==> config.mk <==
export PLATFORM = sky130hd
export DESIGN_NAME = cfpc_ctrl
export DESIGN_NICKNAME = d
export VERILOG_FILES = /design/src/hdl/cfpc_pkg.sv /design/src/hdl/cfpc_tick.sv /design/src/hdl/cfpc_timer.sv /design/src/hdl/cfpc_ctrl.sv
export SDC_FILE = /design/constraint.sdc
export NUM_CORES = 1
export LEC_CHECK = 0
export BUFFER_PORTS_ARGS = -buffer_cell sky130_fd_sc_hd__buf_2
export CAP_MARGIN = 20
export CELL_PAD_IN_SITES_DETAIL_PLACEMENT = 0
export CELL_PAD_IN_SITES_GLOBAL_PLACEMENT = 1
export CORE_MARGIN = 3
export CORE_UTILIZATION = 47
export CTS_BUF_LIST = sky130_fd_sc_hd__clkbuf_4
export DETAILED_ROUTE_END_ITERATION = 16
export PLACE_DENSITY_LB_ADDON = 0.15
export SETUP_SLACK_MARGIN = 0.1
export SYNTH_ARGS = -nofsm -noshare
export SYNTH_HDL_FRONTEND = slang
export SYNTH_SLANG_ARGS = --single-unit
==> constraint.sdc <==
create_clock -name sys_clk -period 6.4 [get_ports sys_clk]
set_clock_uncertainty 0.2 [all_clocks]
set_input_delay 0.32 -clock sys_clk [delete_from_list [all_inputs] [get_ports sys_clk]]
set_output_delay 0.32 -clock sys_clk [all_outputs]
set_load 0.1 [all_outputs]
==> src/hdl/cfpc_pkg.sv <==
package cfpc_pkg;

	// System clock rate and the derived one-second tick.
	localparam int unsigned SYS_CLK_HZ     = 125000000;
	localparam int unsigned TICK_DIV       = SYS_CLK_HZ;

	// Interval lengths, in the unit of their name; FAN_DELAY_MS10 counts 100 ms steps.
	localparam int unsigned JUDGE_SEC      = 20;
	localparam int unsigned FORCED_RUN_SEC = 60;
	localparam int unsigned COOL_REST_MIN  = 3;
	localparam int unsigned DRY_REST_MIN   = 6;
	localparam int unsigned USER_REST_MIN  = 3;
	localparam int unsigned TIME_SAVE_MIN  = 7;
	localparam int unsigned FREEZE_MIN     = 4;
	localparam int unsigned REV_RUN_MIN    = 5;
	localparam int unsigned REV_DT_MIN     = 2;
	localparam int unsigned DRY_FIRST_MIN  = 10;
	localparam int unsigned DEW_MIN        = 30;
	localparam int unsigned DEW_BOOST_MIN  = 30;
	localparam int unsigned QLO_STEP1_MIN  = 60;
	localparam int unsigned QLO_STEP2_MIN  = 90;
	localparam int unsigned FAN_UP_SEC     = 70;
	localparam int unsigned FAN_TAIL_SEC   = 20;
	localparam int unsigned FAN_DELAY_MS10 = 16;

	// Interval lengths in ticks of the one-second enable.
	localparam int unsigned COOL_REST_S    = COOL_REST_MIN * 60;
	localparam int unsigned DRY_REST_S     = DRY_REST_MIN * 60;
	localparam int unsigned USER_REST_S    = USER_REST_MIN * 60;
	localparam int unsigned TIME_SAVE_S    = TIME_SAVE_MIN * 60;
	localparam int unsigned FREEZE_S       = FREEZE_MIN * 60;
	localparam int unsigned REV_RUN_S      = REV_RUN_MIN * 60;
	localparam int unsigned REV_DT_S       = REV_DT_MIN * 60;
	localparam int unsigned DRY_FIRST_S    = DRY_FIRST_MIN * 60;
	localparam int unsigned DEW_S          = DEW_MIN * 60;
	localparam int unsigned DEW_BOOST_S    = DEW_BOOST_MIN * 60;
	localparam int unsigned QLO_STEP1_S    = QLO_STEP1_MIN * 60;
	localparam int unsigned QLO_STEP2_S    = QLO_STEP2_MIN * 60;

	// Indoor fan start delay in system clocks (1.6 s).
	localparam int unsigned FAN_DELAY_CYC  = (SYS_CLK_HZ / 10) * FAN_DELAY_MS10;

	// Temperatures in half degrees Celsius, unsigned 8 bit.
	localparam logic [7:0] COOL_STD_T      = 8'h32;
	localparam logic [7:0] DRY_STD_T       = 8'h2C;
	localparam logic [7:0] STEP_T          = 8'h04;
	localparam logic [7:0] JUMPER_T        = 8'h04;
	localparam logic [7:0] JUDGE_T         = 8'h2E;
	localparam logic [7:0] FREEZE_T        = 8'h04;
	localparam logic [7:0] RECOVER_T       = 8'h14;
	localparam logic [7:0] REV_DT_T        = 8'h05;
	localparam logic [7:0] DEW_SET_T       = 8'h32;
	localparam logic [7:0] DEW_BAND_T      = 8'h02;
	localparam logic [7:0] HYST_T          = 8'h02;

	// Fan speed targets in rpm.
	localparam logic [11:0] RPM_SUPER_HIGH = 12'h6E0;
	localparam logic [11:0] RPM_HIGH       = 12'h69A;
	localparam logic [11:0] RPM_MEDIUM     = 12'h62C;
	localparam logic [11:0] RPM_LOW_PLUS   = 12'h5DC;
	localparam logic [11:0] RPM_LOW        = 12'h582;
	localparam logic [11:0] RPM_LOW_MINUS  = 12'h4B0;
	localparam logic [11:0] RPM_LOWEST     = 12'h3C0;
	localparam logic [11:0] RPM_QUIET_HIGH = 12'h636;
	localparam logic [11:0] RPM_QUIET_MED  = 12'h5C8;
	localparam logic [11:0] RPM_QUIET_LOW  = 12'h51E;
	localparam logic [11:0] RPM_QLO_STEP1  = 12'h064;
	localparam logic [11:0] RPM_QLO_STEP2  = 12'h0B4;

	// Airflow ranges in degrees.
	localparam logic [5:0] LOUVER_MIN      = 6'h0A;
	localparam logic [5:0] LOUVER_MAX      = 6'h26;
	localparam logic [5:0] LOUVER_DEW_MAX  = 6'h1B;
	localparam logic [5:0] VANE_MIN        = 6'h00;
	localparam logic [5:0] VANE_MAX        = 6'h2C;
	localparam logic [5:0] VANE_DEW_MIN    = 6'h0E;
	localparam logic [5:0] VANE_DEW_MAX    = 6'h1E;

	// User fan speed selection codes.
	localparam logic [2:0] FAN_SEL_AUTO    = 3'h0;
	localparam logic [2:0] FAN_SEL_LOW     = 3'h1;
	localparam logic [2:0] FAN_SEL_MEDIUM  = 3'h2;
	localparam logic [2:0] FAN_SEL_HIGH    = 3'h3;
	localparam logic [2:0] FAN_SEL_QLOW    = 3'h4;
	localparam logic [2:0] FAN_SEL_QMED    = 3'h5;
	localparam logic [2:0] FAN_SEL_QHIGH   = 3'h6;

	// User operating mode codes.
	localparam logic [1:0] MODE_COOL       = 2'h0;
	localparam logic [1:0] MODE_DRY        = 2'h1;
	localparam logic [1:0] MODE_AUTO       = 2'h2;

	// Operating state of the controller.
	typedef enum logic [4:0] {
		ST_OFF   = 5'b00001,
		ST_JUDGE = 5'b00010,
		ST_COOL  = 5'b00100,
		ST_DRY   = 5'b01000,
		ST_SPARE = 5'b10000
	} cfpc_state_t;

endpackage : cfpc_pkg

==> src/hdl/cfpc_tick.sv <==
`timescale 1ns/1ps
`default_nettype none

// Divides the system clock into a one-cycle pulse every DIV cycles.
module cfpc_tick #(
	parameter int unsigned DIV = cfpc_pkg::TICK_DIV
) (
	// Clock and reset
	input  wire logic sys_clk,
	input  wire logic reset,
	// Enable pulse
	output logic      tick
);

	logic [31:0] count;

	// Free-running divider, wrapping at DIV.
	always_ff @(posedge sys_clk)
	begin
		if (reset)
		begin
			count <= 32'h0;
			tick  <= 1'b0;
		end
		else if (count >= DIV - 1)
		begin
			count <= 32'h0;
			tick  <= 1'b1;
		end
		else
		begin
			count <= count + 32'h1;
			tick  <= 1'b0;
		end
	end

endmodule : cfpc_tick

`default_nettype wire

==> src/hdl/cfpc_timer.sv <==
`timescale 1ns/1ps
`default_nettype none

// Saturating seconds counter: counts ticks while run is high, clears otherwise.
module cfpc_timer #(
	parameter int unsigned W = 14
) (
	// Clock and reset
	input  wire logic         sys_clk,
	input  wire logic         reset,
	// Control
	input  wire logic         tick,
	input  wire logic         run,
	// Elapsed seconds
	output logic [W-1:0]      secs
);

	// Counter restarts whenever its qualifying condition lapses.
	always_ff @(posedge sys_clk)
	begin
		if (reset || !run)
			secs <= '0;
		else if (tick && secs != {W{1'b1}})
			secs <= secs + W'(1);
	end

endmodule : cfpc_timer

`default_nettype wire

==> src/hdl/cfpc_ctrl.sv <==
`timescale 1ns/1ps
`default_nettype none

// Summary of operation
// - Auto entry runs fan at lowest speed 20 s, then judges mode from intake.
// - Auto keeps the judged mode until off; standard setpoints 25 and 22 C.
// - User may shift the auto setpoint by one 2 C step up or down.
// - Open offset jumper raises judge temperature and standard setpoints by 2 C.
// - Thermostat-off in cooling keeps the compressor off at least 3 minutes.
// - Thermostat-off in dehumidifying keeps the compressor off at least 6 minutes.
// - After user stop the compressor stays off 3 minutes even if restarted.
// - Stopped 7 minutes with intake inside the band starts the compressor.
// - Compressor runs at least 60 s after start; only user off or the freeze latch stops it.
// - Exchanger below 2 C for 4 minutes stops compressor; fan setting kept.
// - After freeze stop, restart at 10 C, still obeying restart delay.
// - After 5 minutes run, small delta for 2 minutes stops then restarts.
// - Indoor fan starts 1.6 s after the compressor only when auto fan has it off at the start.
// - Dew mode after 30 stable minutes with listed conditions; cancels at once.
// - Dew mode at low speed switches to low-plus after 30 minutes.
// - Dew mode quiet-low steps +100 rpm after 1 h, +180 rpm after 90 min.
// - Dew mode narrows louver to 10-27 deg, manual 10/13/16/19/22.
// - Dew mode narrows vane to 14-30 deg, manual 14/18/22/26/30.
// - Fan speed targets use the listed rpm for each named speed.
// - Auto fan cooling: high 70 s after first start, medium after restarts.
// - Auto fan cooling off: low-minus 20 s, then off, resume after 3 minutes.
// - Auto fan dry alternates off and low-minus, resumes after 6 minutes off.
// - Dry mode first run at most 10 minutes, then off at least 6 minutes.
module cfpc_ctrl #(
	parameter int unsigned TICK_DIV  = cfpc_pkg::TICK_DIV,
	parameter int unsigned FAN_DELAY = cfpc_pkg::FAN_DELAY_CYC
) (
	// Clock and reset
	input  wire logic        sys_clk,
	input  wire logic        reset,
	// User settings
	input  wire logic        powerOn,
	input  wire logic [1:0]  modeSel,
	input  wire logic [7:0]  userSetpoint,
	input  wire logic [1:0]  autoShift,
	input  wire logic [2:0]  fanSel,
	input  wire logic        louverAuto,
	input  wire logic [2:0]  louverPos,
	input  wire logic        vaneAuto,
	input  wire logic [2:0]  vanePos,
	// Sensors and jumper (asynchronous)
	input  wire logic [7:0]  intakeTemp,
	input  wire logic [7:0]  coilTemp,
	input  wire logic        setpointOffsetJumperOpen,
	// Actuators
	output logic             compressorOn,
	output logic [11:0]      fanRpm,
	output logic [5:0]       louverLo,
	output logic [5:0]       louverHi,
	output logic [5:0]       vaneLo,
	output logic [5:0]       vaneHi,
	// Status
	output logic             dewActive,
	output logic             quietLed,
	output logic [7:0]       activeSetpoint,
	output logic [4:0]       opState
);

	cfpc_pkg::cfpc_state_t state;

	logic [7:0]  intakeMeta, intakeT, coilMeta, coilT;
	logic        jmpMeta, jmpSync, powerPrev;
	logic        tick, thermoReq, firstRun, restPending, userStop;
	logic        freezeLatch, revLatch, dryFirstDone, startedOnce;
	logic        fanHold, compPrev, dewOk, restarted;
	logic [7:0]  roomRef, judgeT, setpoint, jmpAdd;
	logic [13:0] offSecs, runSecs, judgeSecs, freezeSecs, revSecs, dewSecs, boostSecs, stopSecs;
	logic [13:0] restNeed;
	logic [31:0] fanDelay;
	logic        permit;

	// Two-stage synchronisers for sensor words and the jumper.
	always_ff @(posedge sys_clk)
	begin
		intakeMeta <= intakeTemp;
		intakeT    <= intakeMeta;
		coilMeta   <= coilTemp;
		coilT      <= coilMeta;
		jmpMeta    <= setpointOffsetJumperOpen;
		jmpSync    <= jmpMeta;
	end

	cfpc_tick #(.DIV(TICK_DIV)) u_tick (
		.sys_clk (sys_clk),
		.reset   (reset),
		.tick    (tick)
	);

	// Judge and setpoint arithmetic.
	assign jmpAdd = jmpSync ? cfpc_pkg::JUMPER_T : 8'h00;
	assign judgeT = cfpc_pkg::JUDGE_T + jmpAdd;
	always_comb
	begin
		setpoint = userSetpoint;
		if (modeSel == cfpc_pkg::MODE_AUTO)
		begin
			setpoint = ((state == cfpc_pkg::ST_DRY) ? cfpc_pkg::DRY_STD_T
				: cfpc_pkg::COOL_STD_T) + jmpAdd;
			if (autoShift == 2'h1)
				setpoint = setpoint + cfpc_pkg::STEP_T;
			else if (autoShift == 2'h2)
				setpoint = setpoint - cfpc_pkg::STEP_T;
		end
	end

	// Operating state: off, auto judgement, cooling, dehumidifying.
	always_ff @(posedge sys_clk)
	begin
		if (reset)
			state <= cfpc_pkg::ST_OFF;
		else
		begin
			case (state)
				cfpc_pkg::ST_OFF:
					if (powerOn)
						state <= (modeSel == cfpc_pkg::MODE_AUTO) ? cfpc_pkg::ST_JUDGE
							: (modeSel == cfpc_pkg::MODE_DRY) ? cfpc_pkg::ST_DRY
							: cfpc_pkg::ST_COOL;
				cfpc_pkg::ST_JUDGE:
					if (!powerOn)
						state <= cfpc_pkg::ST_OFF;
					else if (judgeSecs >= 14'(cfpc_pkg::JUDGE_SEC))
						state <= (intakeT >= judgeT) ? cfpc_pkg::ST_COOL
							: cfpc_pkg::ST_DRY;
				cfpc_pkg::ST_COOL, cfpc_pkg::ST_DRY:
					if (!powerOn)
						state <= cfpc_pkg::ST_OFF;
				default:
					state <= cfpc_pkg::ST_OFF;
			endcase
		end
	end

	cfpc_timer u_judge (.sys_clk(sys_clk), .reset(reset), .tick(tick),
		.run(state == cfpc_pkg::ST_JUDGE), .secs(judgeSecs));
	cfpc_timer u_off (.sys_clk(sys_clk), .reset(reset), .tick(tick),
		.run(!compressorOn), .secs(offSecs));
	cfpc_timer u_run (.sys_clk(sys_clk), .reset(reset), .tick(tick),
		.run(compressorOn), .secs(runSecs));
	cfpc_timer u_frz (.sys_clk(sys_clk), .reset(reset), .tick(tick),
		.run(coilT < cfpc_pkg::FREEZE_T), .secs(freezeSecs));
	cfpc_timer u_rev (.sys_clk(sys_clk), .reset(reset), .tick(tick),
		.run(compressorOn && runSecs >= 14'(cfpc_pkg::REV_RUN_S)
			&& intakeT <= coilT + cfpc_pkg::REV_DT_T), .secs(revSecs));
	cfpc_timer u_dew (.sys_clk(sys_clk), .reset(reset), .tick(tick),
		.run(dewOk), .secs(dewSecs));
	cfpc_timer u_boost (.sys_clk(sys_clk), .reset(reset), .tick(tick),
		.run(dewActive), .secs(boostSecs));
	cfpc_timer u_stop (.sys_clk(sys_clk), .reset(reset), .tick(tick),
		.run(!powerOn), .secs(stopSecs));

	// Thermostat demand with hysteresis around the active setpoint.
	always_ff @(posedge sys_clk)
	begin
		if (reset)
			thermoReq <= 1'b0;
		else if (intakeT >= setpoint + cfpc_pkg::HYST_T)
			thermoReq <= 1'b1;
		else if (intakeT + cfpc_pkg::HYST_T <= setpoint)
			thermoReq <= 1'b0;
	end

	// Protection latches: freeze, reverse rotation and the dry first cycle.
	always_ff @(posedge sys_clk)
	begin
		if (reset || state == cfpc_pkg::ST_OFF)
		begin
			freezeLatch  <= 1'b0;
			revLatch     <= 1'b0;
			dryFirstDone <= 1'b0;
		end
		else
		begin
			if (freezeSecs >= 14'(cfpc_pkg::FREEZE_S))
				freezeLatch <= 1'b1;
			else if (coilT >= cfpc_pkg::RECOVER_T)
				freezeLatch <= 1'b0;
			if (revSecs >= 14'(cfpc_pkg::REV_DT_S))
				revLatch <= 1'b1;
			else if (!compressorOn)
				revLatch <= 1'b0;
			if (state == cfpc_pkg::ST_DRY && runSecs >= 14'(cfpc_pkg::DRY_FIRST_S))
				dryFirstDone <= 1'b1;
		end
	end

	// Remembers a user stop so the restart wait covers it.
	always_ff @(posedge sys_clk)
	begin
		if (reset)
		begin
			powerPrev <= 1'b0;
			userStop  <= 1'b0;
		end
		else
		begin
			powerPrev <= powerOn;
			if (powerPrev && !powerOn)
				userStop <= 1'b1;
			else if (stopSecs >= 14'(cfpc_pkg::USER_REST_S) || offSecs >= 14'(cfpc_pkg::USER_REST_S))
				userStop <= 1'b0;
		end
	end

	// Minimum off time depends on the mode that stopped the compressor.
	assign restNeed = (state == cfpc_pkg::ST_DRY) ? 14'(cfpc_pkg::DRY_REST_S)
		: 14'(cfpc_pkg::COOL_REST_S);
	assign firstRun = !startedOnce;

	// Compressor permission: every protection must agree.
	always_comb
	begin
		permit = (state == cfpc_pkg::ST_COOL || state == cfpc_pkg::ST_DRY)
			&& !freezeLatch && !revLatch
			&& !userStop
			&& (firstRun || offSecs >= restNeed)
			&& (thermoReq || offSecs >= 14'(cfpc_pkg::TIME_SAVE_S));
	end

	// Compressor output and start bookkeeping.
	always_ff @(posedge sys_clk)
	begin
		if (reset || !powerOn)
		begin
			compressorOn <= 1'b0;
			startedOnce  <= 1'b0;
			restarted    <= 1'b0;
		end
		else if (compressorOn)
		begin
			if (freezeLatch || revLatch)
				compressorOn <= 1'b0;
			else if (state == cfpc_pkg::ST_DRY && !dryFirstDone
				&& runSecs >= 14'(cfpc_pkg::DRY_FIRST_S))
				compressorOn <= 1'b0;
			else if (!thermoReq && runSecs >= 14'(cfpc_pkg::FORCED_RUN_SEC)
				&& (state != cfpc_pkg::ST_DRY || dryFirstDone))
				compressorOn <= 1'b0;
		end
		else if (permit && (state != cfpc_pkg::ST_DRY || !dryFirstDone
			|| offSecs >= 14'(cfpc_pkg::DRY_REST_S)))
		begin
			compressorOn <= 1'b1;
			startedOnce  <= 1'b1;
			restarted    <= startedOnce;
		end
	end

	// Indoor fan start stagger when the fan speed chosen on the compressor's starting edge is zero.
	always_ff @(posedge sys_clk)
	begin
		if (reset)
		begin
			compPrev <= 1'b0;
			fanDelay <= 32'h0;
			fanHold  <= 1'b0;
		end
		else
		begin
			compPrev <= compressorOn;
			if (compressorOn && !compPrev && fanRpm == 12'h000)
			begin
				fanHold  <= 1'b1;
				fanDelay <= 32'h0;
			end
			else if (fanHold)
			begin
				fanDelay <= fanDelay + 32'h1;
				if (fanDelay >= FAN_DELAY - 1)
					fanHold <= 1'b0;
			end
		end
	end

	// Dew prevention qualification.
	assign dewOk = state == cfpc_pkg::ST_COOL && compressorOn
		&& setpoint < cfpc_pkg::DEW_SET_T
		&& (fanSel == cfpc_pkg::FAN_SEL_LOW || fanSel == cfpc_pkg::FAN_SEL_QLOW)
		&& intakeT <= roomRef + cfpc_pkg::DEW_BAND_T
		&& intakeT + cfpc_pkg::DEW_BAND_T >= roomRef;

	// Room reference and dew activation; any lapse cancels immediately.
	always_ff @(posedge sys_clk)
	begin
		if (reset)
		begin
			roomRef   <= 8'h00;
			dewActive <= 1'b0;
		end
		else
		begin
			if (!dewOk)
				roomRef <= intakeT;
			dewActive <= dewOk && dewSecs >= 14'(cfpc_pkg::DEW_S);
		end
	end

	// Fan speed selection.
	always_ff @(posedge sys_clk)
	begin
		if (reset || state == cfpc_pkg::ST_OFF)
			fanRpm <= 12'h000;
		else if (state == cfpc_pkg::ST_JUDGE)
			fanRpm <= cfpc_pkg::RPM_LOWEST;
		else if (fanHold || (compressorOn && !compPrev && fanRpm == 12'h000))
			fanRpm <= 12'h000;
		else
		begin
			case (fanSel)
				cfpc_pkg::FAN_SEL_LOW:
					fanRpm <= (dewActive && boostSecs >= 14'(cfpc_pkg::DEW_BOOST_S))
						? cfpc_pkg::RPM_LOW_PLUS : cfpc_pkg::RPM_LOW;
				cfpc_pkg::FAN_SEL_MEDIUM: fanRpm <= cfpc_pkg::RPM_MEDIUM;
				cfpc_pkg::FAN_SEL_HIGH:   fanRpm <= cfpc_pkg::RPM_HIGH;
				cfpc_pkg::FAN_SEL_QHIGH:  fanRpm <= cfpc_pkg::RPM_QUIET_HIGH;
				cfpc_pkg::FAN_SEL_QMED:   fanRpm <= cfpc_pkg::RPM_QUIET_MED;
				cfpc_pkg::FAN_SEL_QLOW:
					if (dewActive && boostSecs >= 14'(cfpc_pkg::QLO_STEP2_S))
						fanRpm <= cfpc_pkg::RPM_QUIET_LOW + cfpc_pkg::RPM_QLO_STEP2;
					else if (dewActive && boostSecs >= 14'(cfpc_pkg::QLO_STEP1_S))
						fanRpm <= cfpc_pkg::RPM_QUIET_LOW + cfpc_pkg::RPM_QLO_STEP1;
					else
						fanRpm <= cfpc_pkg::RPM_QUIET_LOW;
				default:
					if (compressorOn)
						fanRpm <= (runSecs < 14'(cfpc_pkg::FAN_UP_SEC) || state == cfpc_pkg::ST_DRY)
							? cfpc_pkg::RPM_LOW_MINUS
							: !restarted
							? cfpc_pkg::RPM_HIGH : cfpc_pkg::RPM_MEDIUM;
					else if (state == cfpc_pkg::ST_DRY)
						fanRpm <= (offSecs >= 14'(cfpc_pkg::DRY_REST_S))
							? cfpc_pkg::RPM_LOW_MINUS : 12'h000;
					else
						fanRpm <= (offSecs < 14'(cfpc_pkg::FAN_TAIL_SEC)
							|| offSecs >= 14'(cfpc_pkg::COOL_REST_S))
							? cfpc_pkg::RPM_LOW_MINUS : 12'h000;
			endcase
		end
	end

	// Louver and vane ranges; manual selects one point of five.
	always_ff @(posedge sys_clk)
	begin
		if (reset)
		begin
			louverLo <= cfpc_pkg::LOUVER_MIN;
			louverHi <= cfpc_pkg::LOUVER_MAX;
			vaneLo   <= cfpc_pkg::VANE_MIN;
			vaneHi   <= cfpc_pkg::VANE_MAX;
		end
		else
		begin
			louverLo <= louverAuto ? cfpc_pkg::LOUVER_MIN
				: dewActive ? 6'(10 + 3 * louverPos) : 6'(10 + 4 * louverPos + (louverPos == 3'h4));
			louverHi <= louverAuto ? (dewActive ? cfpc_pkg::LOUVER_DEW_MAX : cfpc_pkg::LOUVER_MAX)
				: dewActive ? 6'(10 + 3 * louverPos) : 6'(10 + 4 * louverPos + (louverPos == 3'h4));
			vaneLo   <= vaneAuto ? (dewActive ? cfpc_pkg::VANE_DEW_MIN : cfpc_pkg::VANE_MIN)
				: dewActive ? 6'(14 + 4 * vanePos) : 6'(11 * vanePos);
			vaneHi   <= vaneAuto ? (dewActive ? cfpc_pkg::VANE_DEW_MAX : cfpc_pkg::VANE_MAX)
				: dewActive ? 6'(14 + 4 * vanePos) : 6'(11 * vanePos);
		end
	end

	// Status outputs.
	always_ff @(posedge sys_clk)
	begin
		if (reset)
		begin
			quietLed       <= 1'b0;
			activeSetpoint <= 8'h00;
			opState        <= 5'h01;
		end
		else
		begin
			quietLed       <= fanSel >= cfpc_pkg::FAN_SEL_QLOW && fanSel <= cfpc_pkg::FAN_SEL_QHIGH;
			activeSetpoint <= setpoint;
			opState        <= state;
		end
	end

endmodule : cfpc_ctrl

`default_nettype wire

Word level (Yosys, flattened, before mapping) --
Index checks and enable logic that the tools add are counted.
Storage, ports and cells: flip-flop bits (word level) 285, input port bits 43, output and inout bits 52
Cells by class: add/sub/neg operators 22, $mul 2, order comparisons 30, equal/unequal tests 28, mux-type cells 51, bitwise operators 1, reduce and logical (&&, ||, !) cells 81
Operator list (count):
- $add 14x1->14 const B | 8
- $ne 14x14->1 const B | 8
- $pmux 11 s6 | 1
- $add 32x1->32 const B | 2
- $mux 8 | 6
- $mux 11 | 4
- $ge 14x8->1 const B | 3
- $ge 14x9->1 const B | 3
- $mux 6 | 7
- $logic_and 1x1->1 | 34
- $ge 32x27->1 const B | 1
- $ge 32x28->1 const B | 1
- $mux 10 | 3
- $ge 14x11->1 const B | 2
- $mux 5 | 5
- $add 8x2->8 const B | 3
- $le 8x8->1 | 3
- $logic_or 1x1->1 | 22
- $add 4x5->6 const A | 3
- $mux 1 | 17
- $ge 8x8->1 | 2
- $mux 4 | 4
- $pmux 5 s3 | 1
- $ge 14x10->1 const B | 1
- 46 further kinds | 71

Depth between registers and ports, before layout --
depth in word-level cells 14, gate-level depth with buffers 16

Cells and area by module --
A second synthesis with hierarchy kept.
Second synthesis, totals: cell total of the unflattened synthesis 1678, area, all modules 14853.0 sq um
Modules (own cells, without submodules):
- cfpc_ctrl | instances 1, cells an instance 842, area each 7352.1 sq um, sequential area each 2682.6 sq um
- cfpc_timer | instances 8, cells an instance 83, area each 739.5 sq um, sequential area each 280.3 sq um
- cfpc_tick | instances 1, cells an instance 172, area each 1585.3 sq um, sequential area each 660.6 sq um

Worst setup path before layout --
Ideal clock, no wire load.
kind register -> register, start point reg state[0], end point reg thermoReq, data arrival time 3284 ps, data required time 6068 ps, slack 2783 ps, cell stages (with the launch flop) 16, path buffers 2, path through dfxtp_1 -> buf_6 -> or4b_4 -> buf_6 -> ha_1 -> or3b_2 -> o221ai_1 -> a21o_1 -> nor3_1 -> xor2_1 -> ha_1 -> a21oi_1 -> o31ai_1 -> a211o_1 -> a21oi_1 -> o22ai_1
On the way: longest elaborated chain between the ends 10, elaborated cells on any way between the ends 13, those cells by class add/sub: 4; order compare: 2; eq/ne: 1; mux: 5; reduce/logical: 1
RTL lines:
- from (decl) | RTL line cfpc_ctrl.sv:63 | cfpc_pkg::cfpc_state_t state;
- from (signal assigned) | RTL line cfpc_ctrl.sv:114 | state <= cfpc_pkg::ST_OFF;
- from (signal assigned) | RTL line cfpc_ctrl.sv:120 | state <= (modeSel == cfpc_pkg::MODE_AUTO) ? cfpc_pkg::ST_JUDGE
- from (signal assigned) | RTL line cfpc_ctrl.sv:125 | state <= cfpc_pkg::ST_OFF;
- $eq 5x4->1 * | RTL line cfpc_ctrl.sv:101 | setpoint = ((state == cfpc_pkg::ST_DRY) ? cfpc_pkg::DRY_STD_T
- $mux 5 * | RTL line cfpc_ctrl.sv:101
- $add 6x3->7 * | RTL line cfpc_ctrl.sv:102 | : cfpc_pkg::COOL_STD_T) + jmpAdd;
- $sub 7x3->8 | RTL line cfpc_ctrl.sv:106 | setpoint = setpoint - cfpc_pkg::STEP_T;
- $mux 8 | RTL line cfpc_ctrl.sv:105 | else if (autoShift == 2'h2)
- $mux 8 * | RTL line cfpc_ctrl.sv:103 | if (autoShift == 2'h1)
- $mux 8 * | RTL line cfpc_ctrl.sv:99 | if (modeSel == cfpc_pkg::MODE_AUTO)
- $add 8x2->8 | RTL line cfpc_ctrl.sv:161 | else if (intakeT >= setpoint + cfpc_pkg::HYST_T)
- $ge 8x8->1 | RTL line cfpc_ctrl.sv:161
- $mux 1 or $reduce_bool 2->1 (tied branches)
- to (signal assigned) | RTL line cfpc_ctrl.sv:160 | thermoReq <= 1'b0;
- to (signal assigned) | RTL line cfpc_ctrl.sv:162 | thermoReq <= 1'b1;
- to (signal assigned) | RTL line cfpc_ctrl.sv:164 | thermoReq <= 1'b0;
- to (decl) | RTL line cfpc_ctrl.sv:67 | logic tick, thermoReq, firstRun, restPending, userStop;
Every way passes the cells marked *; elsewhere a longest branch is shown, timed or not. A chain may end at the register's enable or synchronous reset.

Worst setup path in the final report --
start point reg state[3], end point reg thermoReq
Same word-level chain as after synthesis.

==> out/results.md <==
| Metric | This run |
|---|---|
| Ratio of routed vias to standard cells | 5.20 |
| TritonCTS clock tree | yes |
| Post-DR wirelength/cell | 14.2 um |
| Setup slack after layout | 2270 ps |
| Final count of pins violating max slew | 0 |
| Synthesized flop and latch total | 279 |
| Synth top area cells | dfxtp_1, ha_1, nor2_1 |
| Dominant cell by count in the synthesized netlist | dfxtp_1 |
| Worst reg2reg startpoint | state[3] |
| Prevailing post-synth register cell | dfxtp_1 |
| Placement-stage worst setup slack | 2280 ps |
| Initial core utilization | 47.9% |
| Final core utilization | 55.8% |
| Maximum frequency from static timing analysis | 0.242 GHz |
| Worst hold path type | in -> reg |
| Number of hold violations in the final report | 0 |
| Share of the synthesized area in the top cell type | 40.5% |
| Start point of the worst min-delay path | intakeTemp[7] |
| Status | complete, no violations |
| Crit path time final | 4130 ps |
| Number of buffers inserted by port buffering | 91 |
| Leakage power | 6.23 nW |
| Worst-case vdd ir drop | 120 uV |
| Final setup viols | 0 |
| Synth warnings | 0 |
| Layout net count | 1924 |
| Number of antenna violations at the first check in global routing | 1 |
| Number of buffers created by CTS | 78 |
| Overall routed net length | 31700 um |
| Syn avg cell area | 8.56 um2 |
| Required time of the worst setup path | 6750 ps |
| Sequential cell area fraction in the yosys report | 40.5% |
| Most numerous cell types in the synthesized netlist | dfxtp_1, nor2_1, nand2_1 |
| Unrepaired setup endpoints after global routing | false |
| Power density relative to cell area | 245 mW/mm2 |
| Root buffer cell | clkbuf_4 |
| Global-route wire length before repair | 52800 um |
| Clock H-tree levels | 3 |
| Post-route antenna net violation count | 0 |
| Type of the setup path with the least slack | reg -> reg |
| Clock slew at the register clock pins of the worst setup and hold paths | 70 ps |
| Finished Layout Cells | 2229 |
| Total clock sinks | 279 |
| Global-route usage over all layers | 20.1% |
| Actual transition at the worst max-transition pin | 881 ps |
| Clock latency on the worst-skew pair | 680 ps |
| Total congestion overflow after global routing | 0 |
| Floorplan Core Area | 0.0288 mm2 |
| Endpoint class of the critical path | flop |
| Remaining DRCs | 0 |
| Fraction of final layout cells sized beyond drive strength 1 | 13.1% |
| Data arrival, critical path | 4480 ps |
| Setup Total Neg Slack | 0 ps |
| Post-detail-place hpwl | 21900 um |
| Remaining max-slew budget at the tightest pin | 40.9% |
| Buffers inserted during post-CTS setup optimization | 0 |
| Max-Cap Viols | 0 |
| Ys async rst share | 0% |
| Area Growth Syn to Fin | 16.4% |
| Post-synth top area cell | dfxtp_1 |
| Fill cell count | 2767 |
| Floorplan die area | 0.0314 mm2 |
| EDFF count, synth | 0 |
| Launching element type of the critical path | flop |
| Number of ports placed on the die boundary | 95 |
| Post-Syn Area | 0.0138 mm2 |
| Maximum root-to-sink buffer count | 3 |
| Largest net degree at the start of global routing | 41 |
| Die width | 177 um |
| Weighted congestion reported at the end of routability-driven placement | 0.790 |
| Max FO, Critical Path | 13 |
| Number of different library cells in the post-synthesis netlist | 74 |
| Pre-Repair DR Iteration Count | 5 |
| # placed instances | 2045 |
| Startpoint of the worst setup timing path | state[3] |
| Site Rows | 62 |
| Cells after Synth | 1611 |
| Number of global-route vias before repair | 10900 |
| Via count of the routed design | 11600 |
| Part of the cycle the worst path needs | 64.5% |
| DRC marker count from the first detailed-route iteration | 530 |
| Die Y-Extent | 177 um |
==> critical path, stage by stage, from the launching register on <==
cell and delay [ps]:
dfxtp_1 460, or4b_4 640, inv_1 290, ha_1 260, nand2b_1 70, a21o_1 170
a31oi_1 650, xor2_1 140, ha_1 330, a21oi_1 170, o31ai_1 90, a211o_1 290
a21oi_1 160, o22ai_1 90
==> cell families (layout without fill, tap and decap cells) <==
logic type      after synthesis  count (layout)  synth area share (%)
compound gates              233             233                  11.0
xor+xnor                    170             170                  10.8
fa+ha+maj                    94              94                  8.57
buf+inv                     129             355                  3.80
flops                       279             279                  40.5
mux                          16              16                  1.16
other cells                   1               9                0.0272
simple gates                689             689                  24.1
==> through the flow <==
stage          total power [W]  hold slack [ps]  area (um2)
6_report               0.00394             83.5       16100
2_1_floorplan          0.00220              110       13800
3_5_place_dp           0.00231              114       14600
4_1_cts                0.00400             16.2       16000
5_1_grt                0.00414             38.6       16100
3_3_place_gp           0.00231              112       14600
==> final cells by class <==
cell class / count / area [um2] / share of cell area (%)
inverter: 71 / 267 / 1.66
clock inverter: 30 / 200 / 1.25
antenna: 1 / 2.50 / 0.0156
sequential: 279 / 5590 / 34.8
clock buffer: 106 / 796 / 4.96
tap: 384 / 480 / 2.99
multi-input combinational: 1210 / 7700 / 48.0
timing repair buffer: 148 / 1020 / 6.35
==> final timing paths <==
check	to	cells after the start	slack, ps
max	thermoReq	13	2270
max reg2reg	thermoReq	13	2270
min	intakeMeta[7]	2	80
min reg2reg	intakeT[2]	0	120
==> per-layer routing <==
layer	up-vias	GRT usage (%)	part of all wire, %
met1	5341	26.3	47
met2	233	32.7	45
li1	5961	-	-
met3	55	4.18	4.6
met5	-	0	0
met4	0	7.76	2.7
==> cells in the final DEF (no fill, tap or decap), types with 22 or more instances in the layout <==
cell type        n
a21oi_1         68
and3_1          25
buf_2           91
clkbuf_4       106
dfxtp_1        279
dlygate4sd3_1   46
ha_1            92
inv_1           70
nand2_1        140
nand3_1         68
nand4_1         47
nor2_1         241
nor3_1          49
o21ai_0         53
or3_1           22
xnor2_1         78
xor2_1          92
==> what timing repair did <==
action	in CTS	in global routing
hold endpoints to repair	66	0
hold buffers	46	0
resized for setup	0	0
==> registers in the layout, summed over array words and instances, names as in the netlist, 8 cells and up <==
signal,count
coilT,8
u_rev.secs,14
fanRpm,10
u_frz.secs,14
u_off.secs,14
u_boost.secs,14
roomRef,8
activeSetpoint,8
u_run.secs,14
u_judge.secs,14
u_stop.secs,14
coilMeta,8
intakeMeta,8
intakeT,8
u_tick.count,32
fanDelay,32
u_dew.secs,14
==> report_power, final <==
part	internal [W]	switching, W
registers	0.00178	0.0000366
logic	0.000151	0.000334
clock network	0.000890	0.000746
total	0.00282	0.00112
Power figures use the tool's default switching activity.
